`config.mk`:
```
export PLATFORM = sky130hd
export DESIGN_NAME = rod_control_end_flat
export DESIGN_NICKNAME = d
export VERILOG_FILES = /design/src/hdl/rod_vote_pkg.sv /design/src/hdl/plant_link_if.sv /design/src/hdl/vote_2oo3.sv /design/src/hdl/rod_control_end.sv /design/src/flat_wrapper.sv
export SDC_FILE = /design/constraint.sdc
export NUM_CORES = 1
export LEC_CHECK = 0
export BUFFER_PORTS_ARGS = -buffer_cell sky130_fd_sc_hd__buf_2
export CAP_MARGIN = 25
export CELL_PAD_IN_SITES_DETAIL_PLACEMENT = 2
export CELL_PAD_IN_SITES_GLOBAL_PLACEMENT = 2
export CORE_MARGIN = 2
export CORE_UTILIZATION = 30
export DETAILED_ROUTE_END_ITERATION = 8
export PLACE_DENSITY = 0.77
export SLEW_MARGIN = 20
export SYNTH_ARGS = -nofsm -noshare
export SYNTH_HDL_FRONTEND = slang
export SYNTH_HIERARCHICAL = 1
export SYNTH_SLANG_ARGS = --single-unit
```
`constraint.sdc`:
```
create_clock -name clk -period 3.6 [get_ports clk]
set_input_delay 0.36 -clock clk [delete_from_list [all_inputs] [get_ports clk]]
set_output_delay 0.36 -clock clk [all_outputs]
set_load 0.1 [all_outputs]
```
`src/hdl/rod_vote_pkg.sv`:
```
// Shared constants and types for the rod insertion voting ends
package rod_vote_pkg;

    // ------------------------------------------------------------
    // Redundancy shape
    // ------------------------------------------------------------
    localparam int FLOW_CHANNELS  = 3;
    localparam int NM_DIVISIONS   = 4;
    localparam int NM_ALARMS      = 10;
    localparam int SCRAM_DIVS     = 2;
    localparam int VOTED_FUNCS    = 3;
    localparam int MANUAL_FUNCS   = 2;
    localparam int LEVEL_W        = 10;
    localparam int PUMP_CNT_W     = 4;

    // Indices of voted request groups
    localparam int FN_AFI         = 0;
    localparam int FN_BLOCK       = 1;
    localparam int FN_RUNIN       = 2;

    // Indices of two-action manual functions
    localparam int MAN_AFI        = 0;
    localparam int MAN_RUNIN      = 1;

    // ------------------------------------------------------------
    // Plant thresholds, in tenths of a percent of rated
    // ------------------------------------------------------------
    localparam logic [LEVEL_W-1:0]    FLOW_LOW_PM     = 10'h168;  // 36.0 %
    localparam logic [LEVEL_W-1:0]    PWR_BLOCK_PM    = 10'h0FA;  // 25.0 %
    localparam logic [LEVEL_W-1:0]    PWR_RUNIN_PM    = 10'h12C;  // 30.0 %
    localparam logic [PUMP_CNT_W-1:0] PUMPS_TRIP_MIN  = 4'h2;

    // ------------------------------------------------------------
    // Timing
    // ------------------------------------------------------------
    localparam int CLK_HZ          = 10_000_000;
    localparam int RUNIN_BUDGET_MS = 2000;
    localparam int RUNIN_BUDGET_CYC = RUNIN_BUDGET_MS * (CLK_HZ / 1000);

    // ------------------------------------------------------------
    // Reactor mode switch and alarm qualification masks
    // Alarm bits: 0 period, 1 src down, 2 src up, 3 pwr up, 4 src inop,
    // 5 pwr down, 6 flow-biased, 7 pwr inop, 8 permissive, 9 flow up
    // ------------------------------------------------------------
    typedef enum logic [1:0] {
        MODE_SHUTDOWN = 2'b00,
        MODE_REFUEL   = 2'b01,
        MODE_STARTUP  = 2'b10,
        MODE_RUN      = 2'b11
    } mode_e;

    localparam logic [NM_ALARMS-1:0] MASK_SHUTDOWN = 10'h000;
    localparam logic [NM_ALARMS-1:0] MASK_REFUEL   = 10'h017;
    localparam logic [NM_ALARMS-1:0] MASK_STARTUP  = 10'h09D;
    localparam logic [NM_ALARMS-1:0] MASK_RUN      = 10'h2E8;

    // Run-in start watchdog states
    typedef enum logic [1:0] {
        WD_IDLE   = 2'b00,
        WD_WAIT   = 2'b01,
        WD_MOVING = 2'b10,
        WD_LATE   = 2'b11
    } watch_e;

    localparam logic [24:0] CNT_ZERO = 25'h000_0000;
    localparam logic [24:0] CNT_ONE  = 25'h000_0001;

endpackage : rod_vote_pkg

```
`src/hdl/plant_link_if.sv`:
```
// Discrete signal link between the flow controller and one rod control channel
`timescale 1ns/100ps
interface plant_link_if;
    import rod_vote_pkg::*;

    logic [FLOW_CHANNELS-1:0] afi_req;        // One bit per flow channel
    logic [FLOW_CHANNELS-1:0] block_req;      // Rod block set
    logic [FLOW_CHANNELS-1:0] runin_req;      // Selected rod run-in set
    logic                     flow_inc_block; // Back toward flow controller

    modport rod_end (
        input  afi_req,
        input  block_req,
        input  runin_req,
        output flow_inc_block
    );

    modport flow_end (
        output afi_req,
        output block_req,
        output runin_req,
        input  flow_inc_block
    );

endinterface : plant_link_if

```
`src/hdl/vote_2oo3.sv`:
```
// Two-out-of-three majority voter
`timescale 1ns/100ps
module vote_2oo3 (
    input  wire logic [2:0] votes,
    output wire logic       hit
);
    // Any two of three agree
    assign hit = (votes[0] & votes[1]) | (votes[0] & votes[2]) | (votes[1] & votes[2]);
endmodule : vote_2oo3

```
`src/hdl/rod_control_end.sv`:
```
// One rod control channel: voting, two-action manual starts, block logic
// Functional notes
// - Vote three insertion requests, then drive all in
// - Manual full insertion needs two operator actions
// - Manual run-in needs two operator actions
// - Flow channels vote heating loss, send run-in
// - Pumps tripped, low flow, mid power: rod block
// - Pumps tripped, low flow, high power: run-in
// - Flow side requests suppressed outside setpoints
// - Vote block and run-in sets two of three
// - Each channel acts alone on flow signals
// - Pump trip to rod motion within two seconds
// - Thermal monitor trip blocks flow increase
// - Scram indication follows any scram division, with no hold
// - Mode switch qualifies neutron monitor rod blocks
`timescale 1ns/100ps
module rod_control_end
    import rod_vote_pkg::*;
#(
    parameter int BUDGET_CYC = RUNIN_BUDGET_CYC
) (
    input  wire logic                              clk,
    input  wire logic                              nrst,
    plant_link_if.rod_end                          link,
    input  wire logic [MANUAL_FUNCS-1:0]           man_arm,
    input  wire logic [MANUAL_FUNCS-1:0]           man_go,
    input  wire logic                              op_reset,
    input  wire logic                              thermal_trip,
    input  wire logic [NM_DIVISIONS*NM_ALARMS-1:0] nm_alarm,
    input  wire logic [1:0]                        mode_sw,
    input  wire logic [SCRAM_DIVS-1:0]             scram_div,
    input  wire logic                              motion_started,
    output logic                                   alternate_full_insertion,
    output logic                                   selected_rod_runin,
    output logic                                   rod_block,
    output logic                                   scram_follow,
    output logic                                   runin_overdue
);

    // ------------------------------------------------------------
    // Declarations
    // ------------------------------------------------------------
    logic [VOTED_FUNCS-1:0]  vote_hit;
    logic [2:0]              vote_in [VOTED_FUNCS];
    logic [MANUAL_FUNCS-1:0] go_prev_q;
    logic [MANUAL_FUNCS-1:0] man_fire;
    logic                    afi_q;
    logic                    afi_d;
    logic                    runin_q;
    logic                    runin_d;
    logic                    block_q;
    logic                    block_d;
    logic                    flow_blk_q;
    logic                    scram_q;
    logic                    late_q;
    logic [NM_ALARMS-1:0]    nm_any;
    logic [NM_ALARMS-1:0]    mode_mask;
    logic                    nm_block;
    logic                    start_afi;
    logic                    start_runin;
    logic                    budget_hit;
    logic [24:0]             wd_cnt_q;
    logic [24:0]             wd_cnt_d;
    watch_e                  wd_q;
    watch_e                  wd_d;
    mode_e                   mode;

    // ------------------------------------------------------------
    // Majority voting of flow controller request sets
    // ------------------------------------------------------------
    assign vote_in[FN_AFI]   = link.afi_req;
    assign vote_in[FN_BLOCK] = link.block_req;
    assign vote_in[FN_RUNIN] = link.runin_req;

    // One voter per request group, local to this channel
    generate
        for (genvar f = 0; f < VOTED_FUNCS; f++) begin : g_vote
            vote_2oo3 u_vote (
                .votes (vote_in[f]),
                .hit   (vote_hit[f])
            );
        end
    endgenerate

    // ------------------------------------------------------------
    // Two-action manual initiation: arm held, then go pressed
    // ------------------------------------------------------------
    always_ff @(posedge clk or negedge nrst) begin
        if (!nrst) begin
            go_prev_q <= '0;
        end else begin
            go_prev_q <= man_go;
        end
    end

    // Fires only on a new go press while arm is held in that same cycle
    assign man_fire = man_arm & man_go & ~go_prev_q;

    assign start_afi   = vote_hit[FN_AFI] | man_fire[MAN_AFI];
    assign start_runin = vote_hit[FN_RUNIN] | man_fire[MAN_RUNIN];

    // ------------------------------------------------------------
    // Neutron monitor alarm qualification by mode switch
    // ------------------------------------------------------------
    assign mode = mode_e'(mode_sw);

    // Any division raising an alarm counts for that alarm
    generate
        for (genvar a = 0; a < NM_ALARMS; a++) begin : g_alarm
            logic [NM_DIVISIONS-1:0] per_div;
            for (genvar d = 0; d < NM_DIVISIONS; d++) begin : g_div
                assign per_div[d] = nm_alarm[d*NM_ALARMS + a];
            end
            assign nm_any[a] = |per_div;
        end
    endgenerate

    // Mask table selected by the current mode position
    assign mode_mask = (mode == MODE_SHUTDOWN) ? MASK_SHUTDOWN :
                       (mode == MODE_REFUEL)   ? MASK_REFUEL   :
                       (mode == MODE_STARTUP)  ? MASK_STARTUP  :
                                                 MASK_RUN;
    assign nm_block  = |(nm_any & mode_mask);

    // ------------------------------------------------------------
    // Sealed-in functions; a new start wins over operator reset
    // ------------------------------------------------------------
    assign afi_d   = start_afi | (afi_q & ~op_reset);
    assign runin_d = start_runin | (runin_q & ~op_reset);

    // Rod block follows its sources with no seal-in
    assign block_d = vote_hit[FN_BLOCK] | nm_block | thermal_trip;

    always_ff @(posedge clk or negedge nrst) begin
        if (!nrst) begin
            afi_q   <= 1'b0;
            runin_q <= 1'b0;
            block_q <= 1'b0;
        end else begin
            afi_q   <= afi_d;
            runin_q <= runin_d;
            block_q <= block_d;
        end
    end

    // ------------------------------------------------------------
    // Flow increase block and scram following
    // ------------------------------------------------------------
    always_ff @(posedge clk or negedge nrst) begin
        if (!nrst) begin
            flow_blk_q <= 1'b0;
            scram_q    <= 1'b0;
        end else begin
            flow_blk_q <= thermal_trip;
            scram_q    <= |scram_div;
        end
    end

    assign link.flow_inc_block = flow_blk_q;

    // ------------------------------------------------------------
    // Run-in start watchdog: the whole run-in budget by default, counted from seal-in
    // ------------------------------------------------------------
    assign budget_hit = (wd_cnt_q >= 25'(BUDGET_CYC - 1));

    always_comb begin
        wd_d     = wd_q;
        wd_cnt_d = wd_cnt_q;
        unique case (wd_q)
            WD_IDLE: begin
                wd_cnt_d = CNT_ZERO;
                if (runin_q) begin
                    wd_d = WD_WAIT;
                end
            end
            WD_WAIT: begin
                wd_cnt_d = wd_cnt_q + CNT_ONE;
                if (!runin_q) begin
                    wd_d = WD_IDLE;
                end else if (motion_started) begin
                    wd_d = WD_MOVING;
                end else if (budget_hit) begin
                    wd_d = WD_LATE;
                end
            end
            WD_MOVING: begin
                if (!runin_q) begin
                    wd_d = WD_IDLE;
                end
            end
            WD_LATE: begin
                if (!runin_q) begin
                    wd_d = WD_IDLE;
                end
            end
        endcase
    end

    always_ff @(posedge clk or negedge nrst) begin
        if (!nrst) begin
            wd_q     <= WD_IDLE;
            wd_cnt_q <= CNT_ZERO;
            late_q   <= 1'b0;
        end else begin
            wd_q     <= wd_d;
            wd_cnt_q <= wd_cnt_d;
            late_q   <= (wd_d == WD_LATE);
        end
    end

    // ------------------------------------------------------------
    // Outputs, all straight from flip-flops
    // ------------------------------------------------------------
    assign alternate_full_insertion = afi_q;
    assign selected_rod_runin       = runin_q;
    assign rod_block                = block_q;
    assign scram_follow             = scram_q;
    assign runin_overdue            = late_q;

endmodule : rod_control_end

```
`src/flat_wrapper.sv`:
```
// flat-port wrapper written by rule: the top's interface ports become plain ports
module rod_control_end_flat import rod_vote_pkg::*;
#(
    parameter int BUDGET_CYC = RUNIN_BUDGET_CYC
)
  (clk, nrst, man_arm, man_go, op_reset, thermal_trip, nm_alarm, mode_sw, scram_div, motion_started, alternate_full_insertion, selected_rod_runin, rod_block, scram_follow, runin_overdue, link_afi_req, link_block_req, link_runin_req, link_flow_inc_block);
  plant_link_if link_i ();
  input  wire logic clk;
  input  wire logic nrst;
  input  wire logic [MANUAL_FUNCS-1:0] man_arm;
  input  wire logic [MANUAL_FUNCS-1:0] man_go;
  input  wire logic op_reset;
  input  wire logic thermal_trip;
  input  wire logic [NM_DIVISIONS*NM_ALARMS-1:0] nm_alarm;
  input  wire logic [1:0] mode_sw;
  input  wire logic [SCRAM_DIVS-1:0] scram_div;
  input  wire logic motion_started;
  output logic alternate_full_insertion;
  output logic selected_rod_runin;
  output logic rod_block;
  output logic scram_follow;
  output logic runin_overdue;
  input wire logic [$bits(link_i.afi_req)-1:0] link_afi_req;
  input wire logic [$bits(link_i.block_req)-1:0] link_block_req;
  input wire logic [$bits(link_i.runin_req)-1:0] link_runin_req;
  output wire logic [$bits(link_i.flow_inc_block)-1:0] link_flow_inc_block;
  assign link_i.afi_req = link_afi_req;
  assign link_i.block_req = link_block_req;
  assign link_i.runin_req = link_runin_req;
  assign link_flow_inc_block = link_i.flow_inc_block;
  rod_control_end #(.BUDGET_CYC(BUDGET_CYC)) u_core (.clk(clk), .nrst(nrst), .link(link_i), .man_arm(man_arm), .man_go(man_go), .op_reset(op_reset), .thermal_trip(thermal_trip), .nm_alarm(nm_alarm), .mode_sw(mode_sw), .scram_div(scram_div), .motion_started(motion_started), .alternate_full_insertion(alternate_full_insertion), .selected_rod_runin(selected_rod_runin), .rod_block(rod_block), .scram_follow(scram_follow), .runin_overdue(runin_overdue));
endmodule
```
## Yosys cells after proc, flatten, opt, wreduce, memory -nomap -nowiden

Index checks and enable logic that the tools add are counted.

| storage, ports and cells | value |
|---|---|
| register bits | 35 |
| input bits | 62 |
| output and inout port bits | 6 |
| logic and storage cells | 71 |

| cells by class | value |
|---|---|
| add/subtract/negate cells | 1 |
| $lt $le $gt $ge | 1 |
| equal/unequal tests | 6 |
| mux-type cells | 10 |
| bitwise logic cells | 28 |
| reduce and logical (&&, ||, !) cells | 16 |

Operator list:

| cell | number |
|---|---|
| 25-bit one-hot mux with 2 select lines | 1 |
| 4-bit OR reduction | 10 |
| 10-bit 2-to-1 mux | 3 |
| 25-bit by 1-bit adder with 25-bit output, second input constant | 1 |
| 25-bit greater-or-equal comparator, second input constant | 1 |
| 1-bit OR | 12 |
| 1-bit AND | 11 |
| 10-bit AND | 1 |
| 2-bit 2-to-1 mux | 5 |
| 10-bit OR reduction | 1 |
| 2-bit == test, second input constant | 4 |
| 2-bit one-hot mux with 3 select lines | 1 |
| 2-bit AND | 2 |
| 2-bit by 1-bit == test with 1-bit output, second input constant | 2 |
| 2-bit logical NOT | 2 |
| 2-bit OR reduction | 2 |
| 2-bit inverter | 1 |
| 2-bit nonzero test | 1 |
| 1-bit inverter | 1 |

## Logic depth before layout (Yosys ltp)

| depth | value |
|---|---|
| word-level depth | 8 |
| gate-level depth with buffers | 6 |
| mapped depth without buffers | 6 |

## By module

Netlist, hierarchy kept.

By module, submodules not included:

| module | times used | cells each | area each (µm²) | seq. area each (µm²) |
|---|---|---|---|---|
| rod_control_end | 1 | 218 | 1,989.4 | 875.8 |
| vote_2oo3 | 3 | 1 | 11.3 | 0.0 |

## Least setup slack after synthesis

Ideal clock, no wire load.

| timing path | value |
|---|---|
| kind | register to register |
| start point | register u_core.wd_cnt_q[9] |
| end point | register u_core.wd_cnt_q[24] |
| library setup time | 78 ps |
| arrival | 1,511 ps |
| data required time | 3,522 ps |
| setup slack | 2,012 ps |
| stages on the path, launching flop included | 7 |
| path buffers | 1 |
| period minus slack after synthesis | 1,588 ps |
| cell sequence | dfrtp_1 -> clkbuf_2 -> nand4_4 -> nor4_4 -> nand3_2 -> or3_1 -> a21oi_1 |

| between the ends | value |
|---|---|
| longest elaborated chain between the ends | 2 |

Ends and longest elaborated chain:

| item | line | RTL |
|---|---|---|
| from (decl) | rod_control_end.sv:62 | `logic [24:0] wd_cnt_q;` |
| from (signal assigned) | rod_control_end.sv:206 | `wd_cnt_q <= wd_cnt_d;` |
| 25-bit by 1-bit adder with 25-bit output | rod_control_end.sv:177 | `wd_cnt_d = wd_cnt_q + CNT_ONE;` |
| 25-bit one-hot mux with 2 select lines | rod_control_end.sv:169 | `unique case (wd_q)` |

Every way passes these cells.
A chain may end at the register's enable or synchronous reset.

## Worst setup path after layout

| timing path | value |
|---|---|
| start point | register u_core.wd_cnt_q[8] |
| end point | register u_core.wd_cnt_q[24] |

Same word-level chain as after synthesis.

==> reports/results.txt <==
In this run the worst path has a maximum fanout of 7. The transition time at the pin with the least slew margin came out at 0.812 ns. STA classifies the critical path endpoint as a flip-flop. Entering global routing, the biggest net connects 38 pins. Walking the worst path, the cells encountered are nand4_4 > nor4_4 > nand3_2 > or3_1 > a21oi_1.

Counting flops with a built-in enable in the synthesized netlist gives 0. Wire length of the first global-routing pass: 10400 um. The later pin in the worst-skew pair is clocked with a latency of 0.29 ns.

When the netlist entered floorplanning its net count stood at 288. The highest layer touched by signal routing is met4. Timing analysis after detailed placement gives a worst setup slack of 1.75 ns. The number of gates resized after CTS was 0. Yosys mapped the design onto 45 distinct sky130hd cell types. The share of flip-flops with an asynchronous set or reset after synthesis works out to 1.00.

The signal arrival time at the worst endpoint was 2.08 ns; the upper clock frequency limit was 537 MHz. In this design, the stage delay of the slowest critical-path cell is 0.55 ns. In the final routing, the length of wire on met1 measures 2560 um. The largest individual stage delay along the critical path comes from the cell sky130_fd_sc_hd__dfrtp_1. The total of hold buffers inserted after clock tree synthesis was 0; the number of max-slew violations in the final report was 0. In this run the remaining antenna-violating nets after routing total 0.

The number of global-route vias before repair was 2205. After clock tree synthesis, the clock-pin slew on the worst setup and hold paths is 0.08 ns. The number of remaining DRC errors came out at 0. For this design the static power due to leakage is 1.16 nW. The average instance area after synthesis is 9.15 um^2, and the post-synthesis register bit count is 35. CTS built an H-tree with a depth of 2. The run gives 0.433 as the proportion of synthesized chip area in sequential cells.

The total negative setup slack is 0 ns. The tools report the reported max-cap violation count as 0. I/O pin total: 68.

The HPWL after detailed placement is 4520 um. Detailed routing placed a total of 3150 um of wire on met2. Once routing completed, OpenROAD measured the worst setup slack at 1.74 ns. Class of the tightest hold or removal check: in2async.

During synthesis, Yosys emitted a total of 6 warnings. For this run the aggregate overflow at the end of global routing stands at 0. The share of final-layout standard cells stronger than drive strength 1 was 0.290; the total of buffers placed on input and output ports was 63.

Cell class contributing the biggest share of worst-path delay: simple AND/OR/NAND/NOR gates. In the final design database the tool counted 352 nets. The tools report the worst path required time as 3.82 ns. Critical path launch point type: a flip-flop. After detailed routing, the number of vias per cell comes to 5.46. The maximum count of clock buffers along a single path was 2; the area of the die was 7420 um^2.

The most used flip-flop cell after synthesis is sky130_fd_sc_hd__dfrtp_1. CTS saw 35 sinks. After synthesis, the cell types taking the most area are sky130_fd_sc_hd__dfrtp_1 43%, sky130_fd_sc_hd__nand2_1 4.6%, sky130_fd_sc_hd__o21ai_0 4.5%, sky130_fd_sc_hd__nor2_1 3.9%, sky130_fd_sc_hd__mux2i_1 3.5%. TritonCTS built the clock tree. The total inserted antenna cells is 0, and the instance count of the mapped netlist is 221. After layout, the minimum clock period comes to 1.86 ns. The number of setup buffers added after CTS is 0. For the final database, setup skew stands at 0.0115 ns. Setup repair after global routing left no endpoint under its margin. From left edge to right edge, the die measures 86.1 um. The core region is 6420 um^2.

The detailed router's first-iteration violation count was 85; the detailed-route via count was 1981. The overall global routing resource usage is 0.178. The root buffer cell chosen for the clock tree is sky130_fd_sc_hd__clkbuf_8. For the total routed wirelength, the log shows 6070 um.

The final worst-path cycle share works out to 0.517. The run gives 29 as the number of placement rows. The flow ran to the end, and the final reports show no timing, DRC or antenna violations. Routability-driven placement finished with a final weighted congestion of 0.728.

Share of Yosys cell area claimed by the top area cell type: 0.433. The top cell type by total area after synthesis is sky130_fd_sc_hd__dfrtp_1. The effective utilization at floorplan was 0.315. Dividing the detail-routed wire length by the instance count gives 16.7 um. Worst setup path category: reg2reg.

For this run, the detailed router's first-pass iteration total came to 4. Summing every instance area after synthesis gives 2020 um^2. Relative to the synthesized area, the layout overhead comes to 25.5%. Wire segments on met3 add up to 272 um in the final route. The critical path contains buffers and inverters numbering 0 combined. TritonCTS created 5 clock buffers. The total power divided by cell area was 418 nW/um^2; the worst slew margin relative to its limit was 0.458.

The logs give 0 for the number of hold violations in the final report and 0 for the number of failing setup endpoints in the final timing report. The floorplan die height works out to 86.1 um. The number of antenna violations at the first check in global routing is 0, and the maximum vdd drop is 140 uV.
metal layers:
metal	track usage	vias to the layer above
met5	0	-
met4	0.0519	0
met3	0.0318	11
met2	0.313	55
met1	0.221	980
li1	-	935
final cells by class:
| type | instances | area, um^2 |
|---|---|---|
| fillers | 759 | 3880 |
| clock inverters | 2 | 60.1 |
| flip-flops and latches | 35 | 876 |
| repair buffers | 64 | 323 |
| inverters | 9 | 33.8 |
| well taps | 77 | 96.3 |
| clock buffers | 6 | 72.6 |
| multi-input cells | 170 | 1080 |
power by group:
group | switching, mW | internal [mW]
combinational | 0.125 | 0.0608
clock | 0.147 | 0.277
sequential | 0.0337 | 0.418
Yosys cell counts (all sizes together) (2+ instances only):
master and count:
a211oi 2, a21oi 11, a221o 3, a22o 3, and2 2, and3 5, and4 3, clkbuf 6
dfrtp 35, ha 5, inv 9, maj3 3, mux2i 7, nand2 25, nand2b 2, nand3 12
nand4 7, nor2 21, nor2b 2, nor3 4, nor3b 3, nor4 10, o21ai 18, o31ai 3
or3 2, xor2 4
final timing paths:
kind	slack [ns]	to	cells past startpoint	from
max in group asynchronous	2.92	u_core/wd_cnt_q[5]	1	nrst
setup reg to reg	1.74	u_core/wd_cnt_q[24]	5	u_core/wd_cnt_q[8]
min in group clk	0.19	u_core/link.flow_inc_block	1	thermal_trip
setup / recovery	1.74	u_core/wd_cnt_q[24]	5	u_core/wd_cnt_q[8]
hold reg to reg	0.43	u_core/alternate_full_insertion	1	u_core/go_prev_q[0]
hold / removal	0.15	u_core/wd_cnt_q[11]	1	nrst
per-stage QoR:
stage / util / cells / total power [mW] / instance area [um^2] / hold slack [ns]
3_5_place_dp: 0.375 / 355 / 0.650 / 2410 / 0.421
5_1_grt: 0.395 / 363 / 1.12 / 2540 / 0.173
2_1_floorplan: - / 221 / 0.572 / 2020 / 0.0644
4_1_cts: 0.395 / 363 / 1.08 / 2540 / 0.180
3_3_place_gp: 0.375 / 355 / 0.642 / 2410 / 0.416
6_report: 0.395 / 363 / 1.06 / 2540 / 0.154
cells in the final DEF (no fill, tap or decap), drive strengths merged, types with 4 or more instances in the layout:
master	n
a21oi	11
and3	5
buf	64
clkbuf	6
dfrtp	35
ha	5
inv	9
mux2i	7
nand2	25
nand3	12
nand4	7
nor2	21
nor3	4
nor4	10
o21ai	18
xor2	4
state kept, by name, summed over array words and instances (netlist names):
signal and count:
u_core/selected_rod_runin 1, u_core/wd_q 2, u_core/go_prev_q 2, u_core/runin_overdue 1
u_core/scram_follow 1, u_core/link.flow_inc_block 1, u_core/wd_cnt_q 25, u_core/rod_block 1
u_core/alternate_full_insertion 1
logic make-up (layout without fill, tap and decap cells):
family,after synthesis,count (layout),synth area share
AO/OA/AOI/OAI,46,46,0.143
XOR/XNOR,5,5,0.0216
adder cells (fa/ha/maj),8,8,0.0476
buffers and inverters,16,81,0.0340
flip-flops,35,35,0.433
multiplexers,8,8,0.0402
AND/OR/NAND/NOR,103,103,0.280
No activity file was read; power rests on OpenSTA's default activity.
